===== src/spi_pin_pkg.sv =====
// How it works
// - Output bit launched after serial clock falls
// - Input bit captured on serial clock rise
// - Deselected means serial output floats
// - Deselect gives standby unless cycle busy
// - Select low gives active power, ready
// - No command before first select fall
// - Pause suspends transfer, keeps selection
// - Paused: output floats, input and clock ignored
// - Protect low freezes block-protect level bits
package spi_pin_pkg;
	localparam int unsigned SYNC_STAGES = 2;
	localparam int unsigned BYTE_BITS = 8;
	localparam int unsigned CNT_W = 3;
	localparam logic [2:0] PROTECT_RST = 3'h0;

	typedef enum logic [1:0]
	{
		PWR_STANDBY = 2'h0,
		PWR_ACTIVE = 2'h1,
		PWR_BUSY = 2'h3
	} pwr_mode_t;

	typedef struct packed
	{
		logic sck;
		logic cs_n;
		logic sin;
		logic pause_n;
		logic wp_n;
	} pin_in_t;
endpackage


===== src/pin_sync.sv =====
`timescale 1ns/1ps
`default_nettype none
module pin_sync
	import spi_pin_pkg::*;
#(
	parameter int unsigned WIDTH = 5
)
(
	input wire logic sys_clk,
	input wire logic rst,
	input wire logic [WIDTH-1:0] async_in,
	input wire logic [WIDTH-1:0] rst_val,
	output logic [WIDTH-1:0] sync_out
);
	logic [WIDTH-1:0] meta_ff;
	logic [WIDTH-1:0] sync_ff;

	always_ff @(posedge sys_clk)
	begin
		if (rst)
		begin
			meta_ff <= rst_val;
			sync_ff <= rst_val;
		end
		else
		begin
			meta_ff <= async_in;
			sync_ff <= meta_ff;
		end
	end

	assign sync_out = sync_ff;
endmodule
`default_nettype wire


===== src/serial_flash_pin_interface.sv =====
`timescale 1ns/1ps
`default_nettype none
module serial_flash_pin_interface
	import spi_pin_pkg::*;
(
	input wire logic sys_clk,
	input wire logic rst,
	input wire logic sck,
	input wire logic cs_n,
	input wire logic serial_in,
	input wire logic pause_n,
	input wire logic wp_n,
	input wire logic cycle_busy,
	input wire logic tx_bit,
	input wire logic [2:0] protect_level_req,
	input wire logic protect_level_wr,
	output logic serial_out,
	output logic serial_out_oe,
	output logic [7:0] rx_byte,
	output logic rx_byte_valid,
	output logic tx_bit_req,
	output logic cmd_abort,
	output logic cmd_armed,
	output logic paused,
	output logic active_power,
	output logic [2:0] protect_level
);
	// ----------------------------------------
	// Pin synchronisation
	// ----------------------------------------
	pin_in_t pins_raw;
	pin_in_t pins;
	pin_in_t pins_rst;

	assign pins_raw = '{sck: sck, cs_n: cs_n, sin: serial_in, pause_n: pause_n, wp_n: wp_n};
	assign pins_rst = '{sck: 1'b0, cs_n: 1'b1, sin: 1'b0, pause_n: 1'b1, wp_n: 1'b1};

	pin_sync #(.WIDTH($bits(pin_in_t))) u_sync
	(
		.sys_clk(sys_clk),
		.rst(rst),
		.async_in(pins_raw),
		.rst_val(pins_rst),
		.sync_out(pins)
	);

	// ----------------------------------------
	// Edge detection
	// ----------------------------------------
	logic sck_d_ff;
	logic cs_n_d_ff;
	logic paused_ff;
	logic armed_ff;
	logic [CNT_W-1:0] cnt_ff;
	logic [7:0] shift_ff;

	always_ff @(posedge sys_clk)
	begin
		if (rst)
		begin
			sck_d_ff <= 1'b0;
			cs_n_d_ff <= 1'b1;
		end
		else
		begin
			sck_d_ff <= pins.sck;
			cs_n_d_ff <= pins.cs_n;
		end
	end

	// ----------------------------------------
	// Synchroniser settle
	// ----------------------------------------
	// Edges count only once sync and delay flops hold real pin levels
	logic [SYNC_STAGES:0] settle_ff;

	always_ff @(posedge sys_clk)
	begin
		if (rst)
		begin
			settle_ff <= '0;
		end
		else
		begin
			settle_ff <= {settle_ff[SYNC_STAGES-1:0], 1'b1};
		end
	end

	wire settled = settle_ff[SYNC_STAGES];

	wire selected = !pins.cs_n;
	wire cs_fall = cs_n_d_ff && !pins.cs_n;
	wire cs_rise = !cs_n_d_ff && pins.cs_n;
	wire sck_rise = !sck_d_ff && pins.sck;
	wire sck_fall = sck_d_ff && !pins.sck;
	wire sck_low = !pins.sck && !sck_d_ff;

	// ----------------------------------------
	// Link state
	// ----------------------------------------
	typedef enum logic [1:0]
	{
		LNK_OFF = 2'h0,
		LNK_ON = 2'h1,
		LNK_HOLD = 2'h3
	} link_state_t;

	link_state_t state_ff;
	link_state_t nxt_state;

	// Pause state moves only while clock is low; leaves on deselect
	wire pause_enter = !pins.pause_n && sck_low;
	wire pause_exit = pins.pause_n && sck_low;

	always_comb
	begin
		nxt_state = state_ff;
		case (state_ff)
			LNK_OFF:
			begin
				if (selected)
				begin
					nxt_state = LNK_ON;
				end
			end
			LNK_ON:
			begin
				if (!selected)
				begin
					nxt_state = LNK_OFF;
				end
				else if (pause_enter)
				begin
					nxt_state = LNK_HOLD;
				end
			end
			LNK_HOLD:
			begin
				if (!selected)
				begin
					nxt_state = LNK_OFF;
				end
				else if (pause_exit)
				begin
					nxt_state = LNK_ON;
				end
			end
			default:
			begin
				nxt_state = LNK_OFF;
			end
		endcase
	end

	wire run = (state_ff == LNK_ON) && armed_ff;

	// ----------------------------------------
	// Receive path
	// ----------------------------------------
	wire take_bit = run && sck_rise;
	wire byte_done = take_bit && (cnt_ff == CNT_W'(BYTE_BITS - 1));
	wire [7:0] nxt_shift = {shift_ff[6:0], pins.sin};
	wire [CNT_W-1:0] nxt_cnt = cs_rise ? '0 : (take_bit ? cnt_ff + 1'b1 : cnt_ff);
	wire nxt_armed = armed_ff || (cs_fall && settled);

	always_ff @(posedge sys_clk)
	begin
		if (rst)
		begin
			state_ff <= LNK_OFF;
			paused_ff <= 1'b0;
			armed_ff <= 1'b0;
			cnt_ff <= '0;
			shift_ff <= 8'h00;
		end
		else
		begin
			state_ff <= nxt_state;
			paused_ff <= (nxt_state == LNK_HOLD);
			armed_ff <= nxt_armed;
			cnt_ff <= nxt_cnt;
			shift_ff <= take_bit ? nxt_shift : shift_ff;
		end
	end

	// ----------------------------------------
	// Transmit path and power mode
	// ----------------------------------------
	wire launch = run && sck_fall;
	wire nxt_oe = (nxt_state == LNK_ON);
	pwr_mode_t nxt_pwr;
	assign nxt_pwr = selected ? PWR_ACTIVE : (cycle_busy ? PWR_BUSY : PWR_STANDBY);
	// Protect level frozen while protect input is low
	wire prot_load = protect_level_wr && pins.wp_n;

	logic serial_out_ff;
	logic oe_ff;
	logic [7:0] rx_byte_ff;
	logic rx_valid_ff;
	logic tx_req_ff;
	logic abort_ff;
	logic [2:0] protect_ff;
	logic active_ff;

	always_ff @(posedge sys_clk)
	begin
		if (rst)
		begin
			serial_out_ff <= 1'b0;
			oe_ff <= 1'b0;
			rx_byte_ff <= 8'h00;
			rx_valid_ff <= 1'b0;
			tx_req_ff <= 1'b0;
			abort_ff <= 1'b0;
			protect_ff <= PROTECT_RST;
			active_ff <= 1'b0;
		end
		else
		begin
			serial_out_ff <= launch ? tx_bit : serial_out_ff;
			oe_ff <= nxt_oe;
			rx_byte_ff <= byte_done ? nxt_shift : rx_byte_ff;
			rx_valid_ff <= byte_done;
			tx_req_ff <= launch;
			abort_ff <= cs_rise && (cnt_ff != '0);
			protect_ff <= prot_load ? protect_level_req : protect_ff;
			active_ff <= (nxt_pwr != PWR_STANDBY);
		end
	end

	assign serial_out = serial_out_ff;
	assign serial_out_oe = oe_ff;
	assign rx_byte = rx_byte_ff;
	assign rx_byte_valid = rx_valid_ff;
	assign tx_bit_req = tx_req_ff;
	assign cmd_abort = abort_ff;
	assign cmd_armed = armed_ff;
	assign paused = paused_ff;
	assign active_power = active_ff;
	assign protect_level = protect_ff;
endmodule
`default_nettype wire


===== config.mk =====
export PLATFORM = sky130hd
export DESIGN_NAME = serial_flash_pin_interface
export DESIGN_NICKNAME = d
export VERILOG_FILES = /design/src/spi_pin_pkg.sv /design/src/pin_sync.sv /design/src/serial_flash_pin_interface.sv
export SDC_FILE = /design/constraint.sdc
export NUM_CORES = 1
export LEC_CHECK = 0
export BUFFER_PORTS_ARGS = -buffer_cell sky130_fd_sc_hd__buf_2
export CAP_MARGIN = 40
export CORE_MARGIN = 3
export CORE_UTILIZATION = 40
export CTS_BUF_LIST = sky130_fd_sc_hd__clkbuf_8
export CTS_CLUSTER_DIAMETER = 100
export DETAILED_ROUTE_END_ITERATION = 8
export GPL_ROUTABILITY_DRIVEN = 0
export MAX_ROUTING_LAYER = met4
export SYNTH_ARGS = -nofsm -noshare
export SYNTH_HDL_FRONTEND = slang
export SYNTH_HIERARCHICAL = 1
export SYNTH_SLANG_ARGS = --single-unit

===== constraint.sdc =====
create_clock -name sys_clk -period 2.9 [get_ports sys_clk]
set_clock_uncertainty 0.2 [all_clocks]
set_input_delay 0.29 -clock sys_clk [delete_from_list [all_inputs] [get_ports sys_clk]]
set_output_delay 0.29 -clock sys_clk [all_outputs]
set_load 0.05 [all_outputs]

# Word level (Yosys, flattened, before mapping)
# Index checks and enable logic that the tools add are counted.
[op_classes]
add_sub_neg = 1
eq_ne = 5
n_mux = 9
reduce_logical = 24
[ops]
columns = ["op", "count"]
rows = [
  ["logical AND 1 bit", 14],
  ["2-to-1 mux 2 bit", 7],
  ["case mux 2 bit (3 select lines)", 1],
  ["zero test 1 bit", 5],
  ["== test 2 x 1 -> 1 bit (second input constant)", 2],
  ["== test 2 bit (second input constant)", 2],
  ["adder 3 x 1 -> 3 bit (second input constant)", 1],
  ["== test 3 bit (second input constant)", 1],
  ["nonzero test 3 bit", 1],
  ["zero test 2 bit", 1],
  ["nonzero test 2 bit", 1],
  ["OR reduction 2 bit", 1],
  ["logical OR 1 bit", 1],
  ["2-to-1 mux 1 bit", 1],
]
[word_totals]
regBits = 46
input_bits = 13
output_inout_bits = 19
word_cells = 58

# Logic depth before layout (Yosys ltp)
# Gate-level depths: netlist of run 1.
[logic_depth]
ltp_word = 7
ltp_mapped = 6
mapped_depth_nobuf = 5

# Hierarchy
# The synthesis of run 1 kept the hierarchy.
[modules_own_cells]
columns = ["module", "instances", "cells_per_inst", "area_each_um2", "seq_area_each_um2"]
rows = [
  ["serial_flash_pin_interface", 1, 132, 1325.0, 720.7],
  ["pin_sync", 1, 21, 361.6, 200.2],
]

# Worst setup path after synthesis of run 1
# Ideal clock, no wire load.
[synth_timing]
path_kind = "flip-flop to flip-flop"
from = "register armed_ff (netlist: cmd_armed)"
to = "register cnt_ff[0]"
setup_ps = 72
t_arrival_ps = 1399
required_ps = 2628
slack_ps = 1230
stages_incl_launch_ff = 5
n_path_buf = 1
synth_period_minus_slack_ps = 1670
path_cell_list = "dfxtp_1 > and4bb_4 > and2_4 > buf_6 > mux2i_1"
[synth_via]
elab_chain_len = 2
[synth_lines]
columns = ["element", "line", "text"]
rows = [
  ["start, declared", "serial_flash_pin_interface.sv:53", "logic armed_ff;"],
  ["start signal, assigned", "serial_flash_pin_interface.sv:180", "armed_ff <= nxt_armed;"],
  ["logical AND 1 bit", "serial_flash_pin_interface.sv:155", "wire run = (state_ff == LNK_ON) && armed_ff;"],
  ["logical AND 1 bit", "serial_flash_pin_interface.sv:160", "wire take_bit = run && sck_rise;"],
  ["end signal, assigned", "serial_flash_pin_interface.sv:181", "cnt_ff <= nxt_cnt;"],
  ["end, declared", "serial_flash_pin_interface.sv:54", "logic [CNT_W-1:0] cnt_ff;"],
]
# No other way between the ends.
# A chain may end at the register's enable or synchronous reset.

# Worst setup path after layout of run 1
[layout_timing]
from = "register cnt_ff[0]"
to = "register rx_byte_ff[0] (netlist: rx_byte[0])"
[layout_via]
elab_chain_len = 2
[layout_lines]
columns = ["element", "line", "text"]
rows = [
  ["== test 3 bit", "serial_flash_pin_interface.sv:161", "wire byte_done = take_bit && (cnt_ff == CNT_W'(BYTE_BITS - 1));"],
  ["logical AND 1 bit", "serial_flash_pin_interface.sv:161", ""],
  ["end signal, assigned", "serial_flash_pin_interface.sv:222", "rx_byte_ff <= byte_done ? nxt_shift : rx_byte_ff;"],
  ["end, declared", "serial_flash_pin_interface.sv:198", "logic [7:0] rx_byte_ff;"],
]
# No other way between the ends.

==> results.ini, run 1 <==
[status]
status=completed

[route]
wl_um=2820
wl_per_cell_um=11.6
ant_nets=0
drc_errors=0
first_pass_iters=4
via_per_inst=4.81
drt_first_iter_violations=72
num_vias=1164

[pwr]
p_comb_frac=0.078
internal-power_mw=0.850
p_leak_nw=0.897
power_mw=1.10
p_seq_frac=0.607
peakVddDrop_mv=0.273
p_clk_frac=0.315
switchingPower_mw=0.249
power_density_mw_per_mm2=556
swShare=0.227

[global_routing]
antenna_found_initial=0
grt_first_pass_wirelength_um=4940
grtUsageTotal=0.127
globalRoute.totalOverflow=0
grt_max_degree=29
first_global_vias=1147

[sta]
setup_viol=0
clock.fmax_mhz=656
finalCritPeriodShare=0.526
final_hold_viol_count=0
hold_slack_ps=25.0
maxSlewViolCount=0
min_period_ps=1520
fin_tns_setup_ps=0
rsz0062_at_grt=false

[clocking]
cts_tree=done
clock_latency_ps=290
cts_buffer_depth=2
path_clk_slew_ps=70
htree_levels=2
cts_resized=0
cts_root_buf=clkbuf_8
cts_made_buffers=5
numClockSinks=46

[floorplan]
start_util=0.438
die_x_um=70.9
die_h_um=70.9
core-area_mm2=0.00385
die-area_mm2=0.00503
rows=22
pin_count=32

[critical_path]
max_stage_delay_ps=330
arrival_ps=1540
crit_path_end_kind=flip-flop
crit_top_cell=ha_1
worst-setup-path-type=flip-flop to flip-flop
cpMaxStageDelayCell=dfxtp_1
crit_required_ps=2910
crit_fanout=6
crit_chain=ha_1 > ha_1 > and2_1 > nand2_2 > mux2i_1
setup.worst_path.start_class=flip-flop

[synth]
synth_edf_count=0
synth_ff_type=dfxtp_1
syn_inst=153
synth_top_cells_by_area=dfxtp_1, mux2i_1, mux2_4
async_flop_share=0
yosysWarningCount=6
synth_top_area_cell=dfxtp_1
synth_area_mm2=0.00169
yosysMostFrequentCell=dfxtp_1
synthDominantCellAreaShare=0.546
syn_avg_cell_area_um2=11.0
netlist_top_cells_count=dfxtp_1, nand2_1, mux2i_1
yosysSeqAreaShare=0.546
synth_seq_cells=46
synth.distinct_cells=25

[place]
place_hpwl_um=2070
port_buffers=31

[cells_and_area]
final_util=0.513
multi_input_comb_area_um2=734
nNetsFinal=210
antenna-diode-count=0
regArea_um2=921
fill_cells=355
area_growth_pct=17.1
drive_above_1_share=0.258

[flow_run]
maxCapViolCount=0

[worst_hold_path]
hp-class=primary input to flip-flop

-- power groups by stage --
stage	registers (mW)	logic, mW	clock network (mW)
after floorplan	0.696	0.0495	0
after global placement	0.681	0.0830	0
after detailed placement	0.682	0.0852	0
after CTS	0.667	0.0865	0.358
after global routing	0.669	0.0945	0.385
final	0.667	0.0860	0.346
-- sequential cells by signal, indices dropped and copies added (netlist names), 2 cells and up --
signal and cells:
rx_byte 8, shift_ff 7, u_sync/meta_ff 5, u_sync/sync_out 5, cnt_ff 3, protect_level 3, settle_ff 3, state_ff 2
-- critical path, delay by kind of cell, from the launching register on --
kind | cells | cell delay [ps]
flops | 1 | 330
simple gates | 2 | 350
mux | 1 | 210
fa+ha+maj | 2 | 360
-- cell families after synthesis --
kind of cell / after synthesis / share of synthesized area
AO/OA/AOI/OAI: 9 / 0.0326
adder cells (fa/ha/maj): 3 / 0.0223
buffers and inverters: 11 / 0.0363
flip-flops: 46 / 0.546
multiplexers: 29 / 0.202
other: 2 / 0.00445
AND/OR/NAND/NOR: 53 / 0.157
-- routing by layer --
metal	up-vias	wire length, µm	GRT usage
li1	589	-	-
met1	544	1320	0.150
met2	29	1320	0.194
met3	2	164	0.0511
met4	0	10	0.0501
met5	-	0	-
-- worst paths after layout --
check,startpoint,endpoint,slack (ps),cells past startpoint
max reg2reg,cnt_ff[0],rx_byte[0],1380,5
max,cnt_ff[0],rx_byte[0],1380,5
min reg2reg,settle_ff[1],settle_ff[2],240,1
min,sck,u_sync/meta_ff[4],20,2
-- per-stage QoR --
| step | area [µm²] | setup slack, ps | std cells |
|---|---|---|---|
| 2_1_floorplan | 1720 | 1230 | 161 |
| 6_report | 1980 | 1380 | 242 |
| 3_3_place_gp | 1890 | 1290 | 234 |
| 3_5_place_dp | 1890 | 1240 | 234 |
| 4_1_cts | 1980 | 1360 | 242 |
| 5_1_grt | 1980 | 1270 | 242 |
-- cells in the final DEF (no fill, tap or decap), types with 4 or more instances in the layout --
master    count
dfxtp_1      46
buf_2        31
nand2_1      23
mux2i_1      19
mux2_4       10
conb_1       10
nand3_1       9
inv_1         6
nor3_1        5
clkbuf_8      5
a21oi_1       4
nor2b_1       4
-- area by class of cell --
class	count	area share
clock buffer	5	0.0348
clock inverter	2	0.00380
inverter	5	0.00950
multi-input combinational	104	0.372
sequential	46	0.466
tap	48	0.0304
timing repair buffer	32	0.0836
-- timing repair --
| item | in CTS | in global routing |
|---|---|---|
| hold endpoints to repair | 1 | 0 |
| hold buffers | 1 | 0 |
| setup buffers | 0 | 0 |
Note: power is estimated with default switching activity, not from simulation.
==> run 2: changes to the inputs <==
Clock period 2.9 ns to 1.5 ns, I/O delays scaled along.
==> run 2 against run 1 <==
Net effect: the flow now finishes with violations (hold timing); wire length rose by 11%; sequential share of layout area fell by 3.8 points; combinational power rose by 140%; fmax rose by 3.8%; total power rose by 98%; global-route usage rose by 0.080 points; non-clock buffer count rose by 15; critical path type unchanged.
==> results.ini, run 2 (synthesis results as in run 1) <==
[sta]
final_hold_viol_count=1  ; +1
setup_viol=0  ; unchanged
hold_slack_ps=-42.8  ; -67.8 ps
maxSlewViolCount=0  ; unchanged
clock.fmax_mhz=681  ; +3.8%
min_period_ps=1470  ; -56.3 ps
finalCritPeriodShare=0.979  ; +0.453

[floorplan]
die_x_um=70.9  ; unchanged
die-area_mm2=0.00503  ; unchanged
rows=22  ; unchanged
start_util=0.438  ; unchanged
pin_count=32  ; unchanged
die_h_um=70.9  ; unchanged
core-area_mm2=0.00385  ; unchanged

[critical_path]
worst-setup-path-type=flip-flop to flip-flop
crit_fanout=5  ; -1
reg2reg_slack_ps=30  ; -1340 ps
cp_top_family=simple AND/OR/NAND/NOR gates
crit_chain=and4bb_4 > and2_2 > mux2i_1
crit_required_ps=1520  ; -1390 ps
setup.worst_path.start_class=flip-flop
max_stage_delay_ps=390  ; +60 ps
crit_path_end_kind=flip-flop
cp_num_buf_inv=0  ; unchanged
arrival_ps=1490  ; -50 ps
cpMaxStageDelayCell=and4bb_4

[place]
placedCellCount=237  ; +1.3%
port_buffers=31  ; unchanged
dpl_cell_area_mm2=0.00193  ; +2.2%
place_hpwl_um=2050  ; -1.1%

[pwr]
power_density_mw_per_mm2=1010  ; +81%
peakVddDrop_mv=0.534  ; +96%
p_clk_frac=0.314  ; about the same
p_leak_nw=0.985  ; +9.9%
p_comb_frac=0.094  ; +0.016
swShare=0.232  ; +0.00493
p_seq_frac=0.592  ; -0.015
internal-power_mw=1.67  ; +97%
switchingPower_mw=0.504  ; +100%

[route]
drt_first_iter_violations=76  ; +5.6%
wl_per_cell_um=12.1  ; +3.9%
first_pass_iters=4  ; unchanged
num_vias=1205  ; +3.5%
wl_um=3120  ; +11%
ant_nets=0  ; unchanged
via_per_inst=4.67  ; -2.9%
drc_errors=0  ; unchanged

[global_routing]
grt_max_degree=20  ; -31%
first_global_vias=1160  ; +1.1%
antenna_found_initial=0  ; unchanged
grt_first_pass_wirelength_um=4950  ; +0.14%
grtUsageTotal=0.128  ; +0.000795
globalRoute.totalOverflow=0  ; unchanged

[clocking]
clock_latency_ps=290  ; about the same
cts_made_buffers=5  ; unchanged
cts_root_buf=clkbuf_8
htree_levels=2  ; unchanged
numClockSinks=46  ; unchanged
cts_buffer_depth=2  ; unchanged
path_clk_slew_ps=80  ; about the same
cts_tree=done

[worst_hold_path]
hp-class=primary input to flip-flop

[cells_and_area]
design_area_mm2=0.00216  ; +9.3%
stdcell_count=258  ; +6.6%
area_growth_pct=28.0
antenna-diode-count=0  ; unchanged
drive_above_1_share=0.300  ; +0.0423
layout_commonest_cell=dfxtp_1
nNetsFinal=226  ; +7.6%
final_cell_mix=dfxtp_1, buf_2, nand2_1
largest_reg_flops=8  ; unchanged

[status]
violations=hold timing
status=complete, but fails checks

[flow_run]
maxCapViolCount=0  ; unchanged

## run 2: final timing paths
path	start	endpoint	cells past startpoint
max	state_ff[1]	cnt_ff[2]	3
max reg2reg	state_ff[1]	cnt_ff[2]	3
min reg2reg	settle_ff[0]	settle_ff[1]	1
min	protect_level_wr	protect_level[1]	3
## run 2: stage by stage
stage / worst slack, ps / setup TNS (ps) / utilization / power [mW]
after floorplan: 16.5 / 0 / - / 1.44
after global placement: 64.6 / 0 / 0.501 / 1.49
after detailed placement: 3.15 / 0 / 0.501 / 1.49
after CTS: 2.04 / 0 / 0.555 / 2.19
after global routing: -2.66 / -2.66 / 0.560 / 2.26
final: 32.0 / 0 / 0.560 / 2.18
## run 2: worst register-to-register path: stages (launching register included)
cell      delay [ps]
dfxtp_1          350
and4bb_4         390
and2_2           260
mux2i_1          200
## run 2: cell type report
| class | count | area, µm² |
|---|---|---|
| multi-input cells | 105 | 762 |
| well taps | 48 | 60.1 |
| clock inverters | 2 | 7.51 |
| inverters | 5 | 18.8 |
| fillers | 341 | 1690 |
| flip-flops and latches | 46 | 925 |
| clock buffers | 5 | 68.8 |
| repair buffers | 47 | 318 |
## run 2: power by group through the flow
stage          clock network, mW  logic [mW]  registers (mW)
2_1_floorplan                  0      0.0958            1.35
3_3_place_gp                   0       0.172            1.32
3_5_place_dp                   0       0.176            1.32
4_1_cts                    0.703       0.201            1.29
5_1_grt                    0.744       0.220            1.29
6_report                   0.683       0.204            1.29
## run 2: timing repair
action	CTS	global route
cloned	0	1
buffers inserted	0	1
hold buffers	13	1
hold endpoints to repair	10	1
resized for setup	1	5
endpoints found under the setup margin	3	11
## run 2: routing by layer
layer / up-vias / GRT usage / wire (µm)
met5: - / - / 0
met4: 0 / 0.0668 / 75
met3: 8 / 0.0384 / 153
met2: 27 / 0.209 / 1450
met1: 554 / 0.140 / 1440
li1: 616 / - / -
